## src/xiu_defines.vh

```
// constants for the extended instruction unit
//
// Summary of operation
// RL1: add six-bit literal to chosen pointer, one cycle
// RL2: selector 11 means add-and-return on frame pointer
// RL3: add to frame pointer, return, two cycles
// RL4: subtract six-bit literal from chosen pointer, one cycle
// RL5: selector 11 subtracts from frame pointer, returns
// RL6: computed call pushes program counter plus two
// RL7: pc low from accumulator, high/upper from latches
// RL8: computed call two cycles, no accumulator/status change
// RL9: indexed source to twelve-bit absolute destination
// RL10: first word 1110 1011, bit7 picks move kind
// RL11: software never targets pc low or stack top
// RL12: source on indirect register reads as zero
// RL13: both offsets added to frame pointer
// RL14: destination on indirect register means no write; the code checks only indexed destinations, an absolute one is written
// RL15: push literal at frame pointer, then decrement
// RL16: moves span full data space, two words, two cycles
// RL17: extension decoded only when enable bit set
// RL18: pointer arithmetic wraps at twelve bits, no flags
`ifndef XIU_DEFINES_VH
`define XIU_DEFINES_VH
`define XIU_OP_EXT_HI 8'hE8
`define XIU_OP_ADD 4'h8
`define XIU_OP_SUB 4'h9
`define XIU_OP_PUSH 4'hA
`define XIU_OP_MOVE 4'hB
`define XIU_OP_COMPUTED_CALL 16'h0014
`define XIU_OP_WORD2 4'hF
`define XIU_SEL_FRAME 2'h3
`define XIU_SEL_FRAME_IDX 2'h2
`define XIU_SEL_PTR0 2'h0
`define XIU_SEL_PTR1 2'h1
`define XIU_OP_EXT_CLASS 4'hE
`define XIU_PTR_RESET 12'h000
// indirect addressing registers occupy this window of the data space
`define XIU_INDIRECT_LO 12'hFDB
`define XIU_INDIRECT_HI 12'hFEF
`define XIU_INDIRECT_HOLE0 12'hFE0
`define XIU_INDIRECT_HOLE1 12'hFE8
`define XIU_INDIRECT_HOLE2 12'hFEA
`define XIU_PC_STEP 21'h000002
`endif

```

## src/xiu_addr_calc.v

```verilog
// address arithmetic and indirect register detection for the move unit
`timescale 1ns/1ns
`include "xiu_defines.vh"
module xiu_addr_calc #(
   parameter AW = 12
) (
   input wire [AW-1:0] base,
   input wire [6:0] offset,
   output wire [AW-1:0] addr,
   output wire is_indirect
);
   function is_ind;
      input [AW-1:0] a;
      begin
         // the gaps between pointer groups are ordinary special registers
         is_ind = (a >= `XIU_INDIRECT_LO) && (a <= `XIU_INDIRECT_HI) &&
                  (a != `XIU_INDIRECT_HOLE0) && (a != `XIU_INDIRECT_HOLE1) && (a != `XIU_INDIRECT_HOLE2);
      end
   endfunction

   assign addr = base + {{(AW-7){1'b0}}, offset}; // RL13 RL18
   assign is_indirect = is_ind(addr);
endmodule // xiu_addr_calc

```

## src/xiu_unit.v

```verilog
// decode and execute logic for the extended instruction set
`timescale 1ns/1ns
`include "xiu_defines.vh"
module xiu_unit #(
   parameter AW = 12,
   parameter PCW = 21
) (
   input wire clk,
   input wire rst,
   input wire extension_enable_bit,
   input wire instr_valid,
   input wire [15:0] instr_word,
   input wire [PCW-1:0] pc,
   input wire [7:0] accumulator,
   input wire [7:0] pc_high_latch,
   input wire [7:0] pc_upper_latch,
   input wire [PCW-1:0] return_stack_top,
   input wire [7:0] mem_rdata,
   output reg [AW-1:0] ptr0_reg,
   output reg [AW-1:0] ptr1_reg,
   output reg [AW-1:0] frame_pointer_reg,
   output wire ext_hit,
   output wire busy,
   output reg [AW-1:0] mem_raddr_reg,
   output reg mem_re_reg,
   output reg [AW-1:0] mem_waddr_reg,
   output reg [7:0] mem_wdata_reg,
   output reg mem_we_reg,
   output reg stack_push_reg,
   output reg [PCW-1:0] stack_push_data_reg,
   output reg pc_load_reg,
   output reg [PCW-1:0] pc_load_data_reg
);
   // ----------------------------------------
   // states
   // ----------------------------------------
   localparam ST_IDLE = 2'b00;
   // the idle cycle covers the refetch after a return or a computed call
   localparam ST_IDLE_CYCLE = 2'b01;
   localparam ST_MOVE2 = 2'b10;

   reg [1:0] state_reg;
   reg [1:0] state_next;
   reg move_idx_reg;
   reg src_ind_reg;

   // ----------------------------------------
   // decode
   // ----------------------------------------
   function ext_op;
      input [15:0] w;
      input [3:0] lo;
      begin
         ext_op = (w[15:12] == `XIU_OP_EXT_CLASS) && (w[11:8] == lo);
      end
   endfunction

   wire [1:0] sel = instr_word[7:6];
   wire [5:0] lit6 = instr_word[5:0];
   // nothing is taken in the second cycle of a two-cycle instruction
   wire fire = instr_valid && extension_enable_bit && (state_reg == ST_IDLE); // RL17
   wire is_add = fire && ext_op(instr_word, `XIU_OP_ADD); // RL1
   wire is_sub = fire && ext_op(instr_word, `XIU_OP_SUB); // RL4
   wire is_push = fire && ext_op(instr_word, `XIU_OP_PUSH); // RL15
   wire is_move = fire && ext_op(instr_word, `XIU_OP_MOVE); // RL10
   wire is_computed_call = fire && (instr_word == `XIU_OP_COMPUTED_CALL); // RL6
   wire is_ret = (is_add || is_sub) && (sel == `XIU_SEL_FRAME); // RL2 RL5
   wire word2_ok = instr_valid && (instr_word[15:12] == `XIU_OP_WORD2); // RL10

   // busy counts as a hit so the core keeps treating the second cycle as ours
   assign ext_hit = is_add || is_sub || is_push || is_move || is_computed_call || (state_reg != ST_IDLE);
   assign busy = (state_reg != ST_IDLE);

   // ----------------------------------------
   // address arithmetic
   // ----------------------------------------
   wire [AW-1:0] src_addr;
   wire src_ind;
   wire [AW-1:0] dst_addr;
   wire dst_ind;
   wire [AW-1:0] dst_abs = instr_word[AW-1:0]; // RL9 RL16

   xiu_addr_calc #(.AW(AW)) u_src (
      .base(frame_pointer_reg),
      .offset(instr_word[6:0]),
      .addr(src_addr),
      .is_indirect(src_ind)
   );
   // the destination offset comes from the second word, so it is formed in the second cycle
   xiu_addr_calc #(.AW(AW)) u_dst (
      .base(frame_pointer_reg),
      .offset(instr_word[6:0]),
      .addr(dst_addr),
      .is_indirect(dst_ind)
   );

   wire [AW-1:0] lit_ext = {{(AW-6){1'b0}}, lit6};

   function [AW-1:0] ptr_step;
      input [AW-1:0] p;
      input [AW-1:0] k;
      input sub;
      begin
         ptr_step = sub ? (p - k) : (p + k); // RL18
      end
   endfunction

   wire [AW-1:0] ptr_one = {{(AW-1){1'b0}}, 1'b1};

   // ----------------------------------------
   // pointer next values
   // ----------------------------------------
   reg [AW-1:0] ptr0_next;
   reg [AW-1:0] ptr1_next;
   reg [AW-1:0] frame_pointer_next;

   always @* begin
      ptr0_next = ptr0_reg;
      ptr1_next = ptr1_reg;
      frame_pointer_next = frame_pointer_reg;
      if (is_add || is_sub) begin
         // no status flag output exists, so flags cannot change
         case (sel)
            `XIU_SEL_PTR0: begin
               ptr0_next = ptr_step(ptr0_reg, lit_ext, is_sub); // RL1 RL4
            end
            `XIU_SEL_PTR1: begin
               ptr1_next = ptr_step(ptr1_reg, lit_ext, is_sub); // RL1 RL4
            end
            default: begin
               // selector 10 and the return form 11 both act on the frame pointer
               frame_pointer_next = ptr_step(frame_pointer_reg, lit_ext, is_sub); // RL1 RL2 RL3 RL4 RL5
            end
         endcase
      end else if (is_push) begin
         // the store takes the old value; the decrement lands on the same edge
         frame_pointer_next = ptr_step(frame_pointer_reg, ptr_one, 1'b1); // RL15 RL18
      end
   end

   // ----------------------------------------
   // sequencing
   // ----------------------------------------
   always @* begin
      state_next = state_reg;
      case (state_reg)
         ST_IDLE: begin
            if (is_ret || is_computed_call) begin
               state_next = ST_IDLE_CYCLE; // RL3 RL5 RL8
            end else if (is_move) begin
               state_next = ST_MOVE2; // RL16
            end
         end
         ST_IDLE_CYCLE: state_next = ST_IDLE;
         ST_MOVE2: begin
            // the core holds off fetch while busy; wait for the second word
            if (instr_valid) begin
               state_next = ST_IDLE;
            end
         end
         default: state_next = ST_IDLE;
      endcase
   end

   // ----------------------------------------
   // registers
   // ----------------------------------------
   always @(posedge clk) begin
      if (rst) begin
         state_reg <= ST_IDLE;
         ptr0_reg <= `XIU_PTR_RESET;
         ptr1_reg <= `XIU_PTR_RESET;
         frame_pointer_reg <= `XIU_PTR_RESET;
         move_idx_reg <= 1'b0;
         src_ind_reg <= 1'b0;
         mem_raddr_reg <= {AW{1'b0}};
         mem_re_reg <= 1'b0;
         mem_waddr_reg <= {AW{1'b0}};
         mem_wdata_reg <= 8'h00;
         mem_we_reg <= 1'b0;
         stack_push_reg <= 1'b0;
         stack_push_data_reg <= {PCW{1'b0}};
         pc_load_reg <= 1'b0;
         pc_load_data_reg <= {PCW{1'b0}};
      end else begin
         state_reg <= state_next;
         mem_re_reg <= 1'b0;
         mem_we_reg <= 1'b0;
         stack_push_reg <= 1'b0;
         pc_load_reg <= 1'b0;
         ptr0_reg <= ptr0_next;
         ptr1_reg <= ptr1_next;
         frame_pointer_reg <= frame_pointer_next;
         if (is_ret) begin
            pc_load_reg <= 1'b1; // RL3 RL5
            pc_load_data_reg <= return_stack_top;
         end
         if (is_push) begin
            mem_waddr_reg <= frame_pointer_reg; // RL15
            mem_wdata_reg <= instr_word[7:0];
            mem_we_reg <= 1'b1;
         end
         if (is_computed_call) begin
            stack_push_reg <= 1'b1; // RL6
            stack_push_data_reg <= pc + `XIU_PC_STEP;
            pc_load_reg <= 1'b1; // RL7 RL8
            pc_load_data_reg <= {pc_upper_latch[PCW-17:0], pc_high_latch, accumulator};
         end
         if (is_move) begin
            // the source is read now so its byte stands while the second word arrives
            move_idx_reg <= instr_word[7]; // RL10
            src_ind_reg <= src_ind;
            mem_raddr_reg <= src_addr; // RL9 RL13
            mem_re_reg <= ~src_ind;
         end
         if (state_reg == ST_MOVE2 && instr_valid) begin
            // a malformed second word is dropped rather than written anywhere
            mem_waddr_reg <= move_idx_reg ? dst_addr : dst_abs; // RL9 RL13
            mem_wdata_reg <= src_ind_reg ? 8'h00 : mem_rdata; // RL12
            mem_we_reg <= word2_ok && !(move_idx_reg && dst_ind); // RL14
         end
      end
   end
endmodule // xiu_unit
```

## config.mk

```make
export PLATFORM = sky130hd
export DESIGN_NAME = xiu_unit
export DESIGN_NICKNAME = d
export VERILOG_FILES = /design/src/xiu_addr_calc.v /design/src/xiu_unit.v
export VERILOG_INCLUDE_DIRS = /design/src /design/src/src
export SDC_FILE = /design/constraint.sdc
export NUM_CORES = 1
export LEC_CHECK = 0
export BUFFER_PORTS_ARGS = -buffer_cell sky130_fd_sc_hd__buf_2
export CAP_MARGIN = 20
export CORE_MARGIN = 2
export CORE_UTILIZATION = 57
export DETAILED_ROUTE_END_ITERATION = 10
export PLACE_DENSITY_LB_ADDON = 0.3
export SETUP_SLACK_MARGIN = 0.3
export SYNTH_ARGS = -nofsm -noshare
export SYNTH_HDL_FRONTEND = slang
export SYNTH_SLANG_ARGS = --single-unit
```

## constraint.sdc

```tcl
create_clock -name clk -period 9.6 [get_ports clk]
set_input_delay 0.48 -clock clk [delete_from_list [all_inputs] [get_ports clk]]
set_output_delay 0.48 -clock clk [all_outputs]
set_load 0.01 [all_outputs]
```

==> flow_metrics.py, run 1 <==
metrics = {
    "cts": {
        "cts-root-buf": "clkbuf_16",
        "post-cts-setup-buffer-count": 0,
        "cts.clk_slew.worst_paths_ps": 60,
        "numClockSinks": 118,
        "cts.repair.resized": 0,
        "htreeDepth": 4,
        "insertion_delay_ps": 430,
        "cts_max_path_buffers": 2,
        "postCtsHoldBufs": 0,
        "cts_tree": "yes",
        "cts_buffers": 17,
    },
    "worst_setup_path": {
        "worst_ep_required_time_ps": 9900,
        "slowest_delay_ps": 570,
        "r2r-start": "state_reg[1]",
        "end_kind": "flip-flop",
        "critPathSlowestCell": "or4_4",
        "path_max_fanout": 8,
        "crit_path_start": "state_reg[1]",
        "arrival_ps": 4450,
        "worstPathCellList": "or4_4, nor4_4, mux2i_1, ha_1, nor2b_1, o21a_1, a31o_2, o41ai_1, o21ba_2, o311ai_0, xnor2_1, nor2_1",
        "crit_type": "flip-flop to flip-flop",
        "worstSetupStartpointType": "flip-flop",
    },
    "drt": {
        "dr_total_vias": 7362,
        "ant_nets": 0,
        "wl_per_cell_um": 16.5,
        "firstDrtPassIters": 5,
        "drt-vias-per-instance": 5.78,
        "drc": 0,
        "drtIter0Drc": 588,
        "routed_wl_um": 21000,
    },
    "sta": {
        "slew-limit-headroom": 0.261,
        "fin_ws_ps": 5440,
        "fin_crit_sh": 0.433,
        "fin_skew_ps": 7.92,
        "setup_violations": 0,
        "period_needed_ps": 4160,
        "tightest_slew_ps": 1110,
        "fmax_ghz": 0.240,
        "hold_viol": 0,
        "fin_setup_tns_ps": 0,
        "final_max_slew_viol_count": 0,
        "rsz0062_at_grt": "false",
    },
    "min_path": {
        "min_from": "pc[1]",
        "hold_class": "primary input to flip-flop",
    },
    "placed_design": {
        "io_buffer_count": 206,
        "dp_cells": 1239,
        "place_congestion": 0.930,
        "dp_hpwl_um": 14900,
        "place_area_um2": 8160,
        "pre_cts_ws_ps": 5220,
    },
    "flow_run": {
        "drv_cap": 0,
    },
    "finish": {
        "area_growth_syn_to_layout_pct": 24.3,
        "layout.nets": 1231,
        "layout_commonest_cell": "buf_2",
        "final_cell_mix": "buf_2, nand2_1, nor2_1",
        "stdcell_count": 1273,
        "drive_gt1_frac": 0.236,
        "fin_area_um2": 8820,
    },
    "grt": {
        "antenna_found_initial": 1,
        "grt_first_pass_wirelength_um": 32400,
        "grt_pass1_vias": 6642,
        "grt_overflow": 0,
        "track_usage": 0.307,
        "grt_max_degree": 80,
    },
    "yosys": {
        "synth_edf_count": 0,
        "ys.flop_type": "dfxtp_1",
        "syn_avg_cell_area_um2": 7.78,
        "syn-cell-area_um2": 7100,
        "synth.distinct_cells": 61,
        "yosysSeqAreaShare": 0.333,
        "synth_warnings": 0,
        "syn_inst": 912,
        "synth-seq-cells": 118,
        "syn_nets": 1052,
        "async_reset_ff_frac": 0,
    },
    "floorplan": {
        "die_h_um": 116,
        "num_rows": 40,
        "die_area_um2": 13400,
        "die_w_um": 116,
        "io_pins": 210,
        "initial_core_util": 0.588,
        "core_area_um2": 12100,
    },
    "power_and_ir_drop": {
        "peakVddDrop_uv": 95.7,
        "p_per_area_nw_per_um2": 146,
        "leakagePower_uw": 0.00388,
        "totalPowerFinal_uw": 1280,
    },
    "run_status": {
        "outcome": "finished clean",
    },
}
power breakdown:
part	total, µW	switching (µW)	internal, µW
Sequential	491	0.409	490
Clock	702	234	468
Combinational	91.5	54.8	36.7
Total	1280	289	995
layout make-up:
cell class / instances / area, µm²
timing repair buffer: 212 / 1090
clock inverter: 11 / 198
clock buffer: 21 / 450
fill: 992 / 3240
multi-input combinational: 718 / 4420
sequential: 118 / 2360
antenna: 1 / 2.50
tap: 168 / 210
inverter: 24 / 90.1
worst paths after layout:
| check | endpoint | slack (ps) | cells after the start |
|---|---|---|---|
| max | ptr1_reg[11] | 5440 | 12 |
| min | stack_push_data_reg[1] | 270 | 2 |
| max reg2reg | ptr1_reg[11] | 5440 | 12 |
| min reg2reg | mem_wdata_reg[7] | 450 | 2 |
metrics by stage:
stage	hold WS (ps)	utilization
6_report	266	0.731
4_1_cts	265	0.730
2_1_floorplan	432	-
3_5_place_dp	441	0.676
5_1_grt	294	0.731
3_3_place_gp	436	0.676
metal layers:
metal | global-route usage | vias to the layer above | wire [µm]
met5 | 0 | - | 0
met4 | 0.130 | 0 | 694
met3 | 0.0764 | 54 | 1690
met2 | 0.507 | 301 | 9950
met1 | 0.381 | 3407 | 8640
li1 | - | 3600 | -
cells in the mapped netlist (10+ instances only):
library cell,count,area share
ha_1,42,0.074
a211oi_1,37,0.039
dfxtp_1,118,0.33
a21oi_1,74,0.052
nand2_1,154,0.081
xnor2_1,32,0.039
nor3_1,10,0.0071
a311oi_1,21,0.026
inv_1,24,0.013
xor2_1,26,0.032
o21ai_0,26,0.018
a221oi_1,11,0.014
clkbuf_1,39,0.021
nand3_1,22,0.016
and3_1,10,0.0088
nor2_1,122,0.065
cells by family after synthesis:
logic type / after synthesis / share of synthesized area
and+or+nand+nor: 382 / 0.243
AOI/OAI and AO/OA: 221 / 0.206
DFF: 118 / 0.333
buffers and inverters: 76 / 0.0448
xor gates and xnor gates: 58 / 0.0716
adders and majority gates: 46 / 0.0853
muxes: 11 / 0.0159
critical path: cells and delay by family, from the launching register on:
| kind | cells | cell delay, ps |
|---|---|---|
| AOI/OAI and AO/OA | 5 | 1350 |
| DFF | 1 | 340 |
| and+or+nand+nor | 4 | 1290 |
| xor gates and xnor gates | 1 | 200 |
| muxes | 1 | 510 |
| adders and majority gates | 1 | 320 |
(Power assumes the default switching activity.)
==> inputs of run 2 (changes only) <==
--- a/config.mk
+++ b/config.mk
@@ -9,7 +9,7 @@
 export BUFFER_PORTS_ARGS = -buffer_cell sky130_fd_sc_hd__buf_2
 export CAP_MARGIN = 20
 export CORE_MARGIN = 2
-export CORE_UTILIZATION = 57
+export CORE_UTILIZATION = 53
 export DETAILED_ROUTE_END_ITERATION = 10
 export PLACE_DENSITY_LB_ADDON = 0.3
 export SETUP_SLACK_MARGIN = 0.3
==> constraint.sdc (replaced) <==
create_clock -name clk -period 4 [get_ports clk]
set_input_delay 0.2 -clock clk [delete_from_list [all_inputs] [get_ports clk]]
set_output_delay 0.2 -clock clk [all_outputs]
set_load 0.01 [all_outputs]
==> run 2 against run 1 <==
Against the previous run: wire length increased by 0.18%; final cell count increased by 1.6%; total power rose by 130%; non-clock buffer count rose by 13; sequential cell count did not move; combinational power rose to 2.5 times the previous value; register-to-register slack worse by 5100 ps; global-route usage shrank 2.6 points; cell area up 2.1%; count of clock-buffer cells in the layout unchanged.
==> flow_metrics.py, run 2 (synthesis results as in run 1) <==
metrics = {
    "worst_setup_path": {
        "end_kind": "flip-flop",
        "worstPathCellList": "or4_4, nor4_4, buf_4, nor2_1, xnor2_1, ha_1, a21oi_1, nor2_1, a31o_2, o41ai_2, buf_4, o21ba_2, o311ai_1, xnor2_1, nor2_1",
        "worstSetupStartpointType": "flip-flop",
        "r2r-start": "state_reg[0]",
        "worst_ep_required_time_ps": 4270,
        "path_max_fanout": 7,
        "slowest_delay_ps": 550,
        "crit_type": "flip-flop to flip-flop",
        "reg2reg_slack_ps": 350,
        "arrival_ps": 3920,
        "crit_path_start": "state_reg[0]",
        "cp_common_cell": "nor2_1",
        "critPathSlowestCell": "or4_4",
        "timing.rr.end": "ptr1_reg[11]",
        "rr_worst_depth": 15,
        "setup.worst_path.end": "ptr1_reg[11]",
    },
    "finish": {
        "num_antenna_cells": 0,
        "final_util": 0.686,
        "layout.nets": 1244,
        "layout_commonest_cell": "buf_2",
        "stdcell_count": 1293,
        "drive_gt1_frac": 0.264,
        "final_cell_mix": "buf_2, nand2_1, nor2_1",
        "fin_area_um2": 9010,
        "area_growth_syn_to_layout_pct": 27.0,
    },
    "sta": {
        "slew-limit-headroom": 0.434,
        "tightest_slew_ps": 849,
        "holdWs_ps": 18.8,
        "fin_setup_tns_ps": 0,
        "rsz0062_at_grt": "true",
        "hold_viol": 0,
        "period_needed_ps": 3650,
        "final_max_slew_viol_count": 0,
        "fmax_ghz": 0.274,
        "fin_crit_sh": 0.911,
        "setup_violations": 0,
        "fin_skew_ps": 9.74,
    },
    "floorplan": {
        "core_area_um2": 13100,
        "die_area_um2": 14300,
        "num_rows": 42,
        "die_h_um": 120,
        "die_w_um": 120,
        "io_pins": 210,
        "initial_core_util": 0.540,
    },
    "cts": {
        "cts_buffers": 17,
        "cts.clk_slew.worst_paths_ps": 60,
        "htreeDepth": 4,
        "insertion_delay_ps": 420,
        "cts_tree": "yes",
        "cts_max_path_buffers": 2,
        "cts-root-buf": "clkbuf_16",
        "numClockSinks": 118,
    },
    "run_status": {
        "outcome": "finished clean",
    },
    "power_and_ir_drop": {
        "leakagePower_uw": 0.00394,
        "peakVddDrop_uv": 257,
        "p_per_area_nw_per_um2": 326,
    },
    "drt": {
        "dr_total_vias": 7356,
        "drt-vias-per-instance": 5.69,
        "ant_nets": 0,
        "routed_wl_um": 21000,
        "firstDrtPassIters": 5,
        "drtIter0Drc": 472,
        "wl_per_cell_um": 16.2,
        "drc": 0,
    },
    "placed_design": {
        "dp_cells": 1252,
        "dp_hpwl_um": 15000,
        "io_buffer_count": 206,
        "place_congestion": 0.934,
        "place_area_um2": 8210,
    },
    "min_path": {
        "hold_class": "primary input to flip-flop",
    },
    "flow_run": {
        "drv_cap": 0,
    },
    "grt": {
        "track_usage": 0.281,
        "grt_pass1_vias": 6594,
        "antenna_found_initial": 1,
        "grt_max_degree": 81,
        "grt_first_pass_wirelength_um": 32400,
        "grt_overflow": 0,
    },
}
run 2: cell types whose count changed in the layout (fill, tap and decap cells not counted), sizes merged:
| cell | before | now |
|---|---|---|
| diode | 1 | 0 |
| dlygate4sd3 | 0 | 1 |
| clkinvlp | 1 | 3 |
| clkinv | 4 | 5 |
| buf | 212 | 224 |
| bufinv | 5 | 2 |
run 2: routing by layer:
metal	part of all wire	wire length, µm	up-vias	global-route usage
met5	0.00052	11	-	0
met2	0.48	10100	294	0.468
met3	0.068	1440	51	0.0556
met4	0.029	607	2	0.114
met1	0.42	8820	3395	0.356
li1	-	-	3614	-
run 2: critical path, delay by kind of cell (launching register included):
kind	cells	cell delay, ps
AND/OR/NAND/NOR	5	1130
AO/OA/AOI/OAI	5	880
adder cells (fa/ha/maj)	1	320
XOR/XNOR	2	450
buffers and inverters	2	400
flip-flops	1	330
run 2: report_power, final:
group	switching (µW)	total [µW]	leakage, µW	internal, µW
sequential	1.07	1180	0.000950	1180
clock	561	1530	0.000285	965
combinational	135	231	0.00271	96.1
run 2: worst min path at each step:
stage	start	to	slack, ps	cells after the start
global route	pc[0]	stack_push_data_reg[0]	30	3
detailed placement	pc[1]	stack_push_data_reg[1]	430	2
finish	pc[0]	stack_push_data_reg[0]	20	3
global placement	pc[1]	stack_push_data_reg[1]	420	2
floorplan	pc[1]	stack_push_data_reg[1]	300	1
CTS	pc[0]	stack_push_data_reg[0]	6	3
run 2: timing repair:
action                                 4_1_cts  5_1_grt
setup buffers                                1        6
hold buffers                                 1        0
setup endpoints to repair                    3        6
pin swaps                                    1       14
endpoints found under the hold margin        1        0
gates resized for setup                      4       23
run 2: through the flow:
| step | total power (µW) | worst slack, ps |
|---|---|---|
| 2_1_floorplan | 1330 | 289 |
| 4_1_cts | 2940 | 247 |
| 5_1_grt | 3020 | 217 |
| 6_report | 2930 | 354 |
| 3_3_place_gp | 1410 | 163 |
| 3_5_place_dp | 1420 | 37.7 |
run 2: layout make-up:
class	instances	area [µm²]
Clock buffer	21	470
Clock inverter	11	124
Fill cell	1126	4130
Inverter	24	90.1
Multi-Input combinational cell	718	4560
Sequential cell	118	2360
Tap cell	176	220
Timing Repair Buffer	225	1180
==> inputs of run 3 (changes only) <==
--- a/config.mk
+++ b/config.mk
@@ -11,7 +11,8 @@
 export CORE_MARGIN = 2
 export CORE_UTILIZATION = 53
 export DETAILED_ROUTE_END_ITERATION = 10
-export PLACE_DENSITY_LB_ADDON = 0.3
+export PLACE_DENSITY_LB_ADDON = 0.08
+export RECOVER_POWER = 100
 export SETUP_SLACK_MARGIN = 0.3
 export SYNTH_ARGS = -nofsm -noshare
 export SYNTH_HDL_FRONTEND = slang
==> run 3 against run 2 <==
Against the previous run: count of clock-buffer cells in the layout down 1; worst hold slack better by 7.1 ps; largest power group unchanged; largest cell class unchanged; worst setup slack better by 24 ps; register-to-register slack better by 20 ps; combinational power down 2%; critical path depth unchanged; final cell count unchanged; die area unchanged; critical path type unchanged; core utilization down 1.6 points; total power down 0.15%.
==> flow_metrics.py, run 3 (synthesis results as in run 1) <==
metrics = {
    "run_status": {
        "outcome": "finished clean",
    },
    "drt": {
        "routed_wl_um": 20800,
        "wl_per_cell_um": 16.1,
        "met3WireLength_um": 1320,
        "ant_nets": 0,
        "dr_total_vias": 7245,
        "routed.top_layer": "met4",
        "drtIter0Drc": 445,
        "drt-vias-per-instance": 5.60,
        "drc": 0,
        "firstDrtPassIters": 5,
        "wl_met1_um": 8950,
        "wl_met2_um": 9940,
    },
    "worst_setup_path": {
        "worstPathCellList": "or4_1, nor4_4, buf_4, nor2_1, xnor2_1, buf_4, ha_1, o21a_1, o31ai_2, a21oi_1, o21ai_0, nand2_1, a31oi_1, or4_1, nand3_1",
        "end_kind": "flip-flop",
        "path_max_fanout": 7,
        "worstSetupStartpointType": "flip-flop",
        "arrival_ps": 3980,
        "crit_type": "flip-flop to flip-flop",
        "worst_ep_required_time_ps": 4360,
        "critPathSlowestCell": "or4_1",
        "slowest_delay_ps": 580,
    },
    "floorplan": {
        "core_area_um2": 13100,
        "die_h_um": 120,
        "die_area_um2": 14300,
        "num_rows": 42,
        "io_pins": 210,
        "initial_core_util": 0.540,
        "die_w_um": 120,
    },
    "grt": {
        "grt_max_degree": 85,
        "antenna_found_initial": 0,
        "grt_pass1_vias": 6715,
        "grt_overflow": 0,
        "track_usage": 0.290,
        "grt_first_pass_wirelength_um": 33100,
    },
    "sta": {
        "tightest_slew_ps": 1170,
        "period_needed_ps": 3620,
        "fin_skew_ps": 4.19,
        "rsz0062_at_grt": "true",
        "fin_crit_sh": 0.905,
        "final_max_slew_viol_count": 0,
        "hold_viol": 0,
        "setup_violations": 0,
        "fin_setup_tns_ps": 0,
        "fmax_ghz": 0.276,
        "slew-limit-headroom": 0.222,
    },
    "finish": {
        "num_antenna_cells": 0,
        "fillerInstances": 1204,
        "final_cell_mix": "nand2_1, nor2_1, clkbuf_1",
        "drive_gt1_frac": 0.150,
        "area_growth_syn_to_layout_pct": 23.9,
        "stdcell_count": 1293,
        "layout.nets": 1244,
        "layout_commonest_cell": "nand2_1",
        "register_area_um2": 2360,
        "multi_input_area_um2": 4520,
    },
    "flow_run": {
        "drv_cap": 0,
    },
    "placed_design": {
        "dp_hpwl_um": 14800,
        "io_buffer_count": 206,
        "place_congestion": 0.872,
        "dp_cells": 1254,
    },
    "power_and_ir_drop": {
        "p_per_area_nw_per_um2": 333,
        "peakVddDrop_uv": 280,
        "leakagePower_uw": 0.00342,
    },
    "min_path": {
        "hold_class": "primary input to flip-flop",
    },
    "cts": {
        "cts_max_path_buffers": 2,
        "cts-root-buf": "clkbuf_16",
        "cts_tree": "yes",
        "cts.clk_slew.worst_paths_ps": 50,
        "insertion_delay_ps": 420,
        "htreeDepth": 4,
        "cts_buffers": 17,
        "numClockSinks": 118,
    },
}
[run 3: what timing repair did]
action | 4_1_cts | 5_1_grt
setup buffers | 1 | 5
hold buffers | 1 | 0
pin swaps | 2 | 8
endpoints found under the hold margin | 1 | 0
cloned | 0 | 0
endpoints found under the setup margin | 4 | 8
resized for setup | 4 | 20
[run 3: area by class of cell]
cell class | count | share of cell area
timing repair buffer | 225 | 0.115
multi-input combinational | 718 | 0.514
clock buffer | 20 | 0.0531
tap | 176 | 0.0250
sequential | 118 | 0.269
clock inverter | 12 | 0.0144
inverter | 24 | 0.0102
[run 3: worst paths after layout]
kind              cells past startpoint                endpoint              from  slack, ps
hold reg to reg                       2        mem_wdata_reg[0]  mem_wdata_reg[0]        450
hold / removal                        3  stack_push_data_reg[0]             pc[0]         30
setup / recovery                     15             ptr0_reg[9]      state_reg[0]        380
setup reg to reg                     15             ptr0_reg[9]      state_reg[0]        380
[run 3: routing by layer]
metal	track usage	up-vias
li1	-	3630
met1	0.365	3338
met2	0.481	237
met3	0.0651	40
met4	0.118	0
met5	0	-
[run 3: critical path, delay by kind of cell, from the launching register on]
family	cells	cell delay, ps
buffers and inverters	2	370
AND/OR/NAND/NOR	6	1680
AO/OA/AOI/OAI	5	720
adder cells (fa/ha/maj)	1	310
flip-flops	1	320
XOR/XNOR	1	160
[run 3: where the power goes]
group          switching [µW]  total, µW  internal [µW]
combinational             133        227           94.2
clock                     563       1530            962
sequential               1.07       1180           1180
[run 3: through the flow]
step / worst slack (ps) / hold WS [ps] / power (µW) / util / cell area, µm²
2_1_floorplan: 289 / 296 / 1330 / - / 7110
3_3_place_gp: 198 / 419 / 1420 / 0.626 / 8230
3_5_place_dp: 163 / 420 / 1420 / 0.626 / 8230
4_1_cts: 328 / 15.7 / 2940 / 0.674 / 8860
5_1_grt: 146 / 20.2 / 3020 / 0.669 / 8790
6_report: 378 / 25.8 / 2930 / 0.669 / 8790
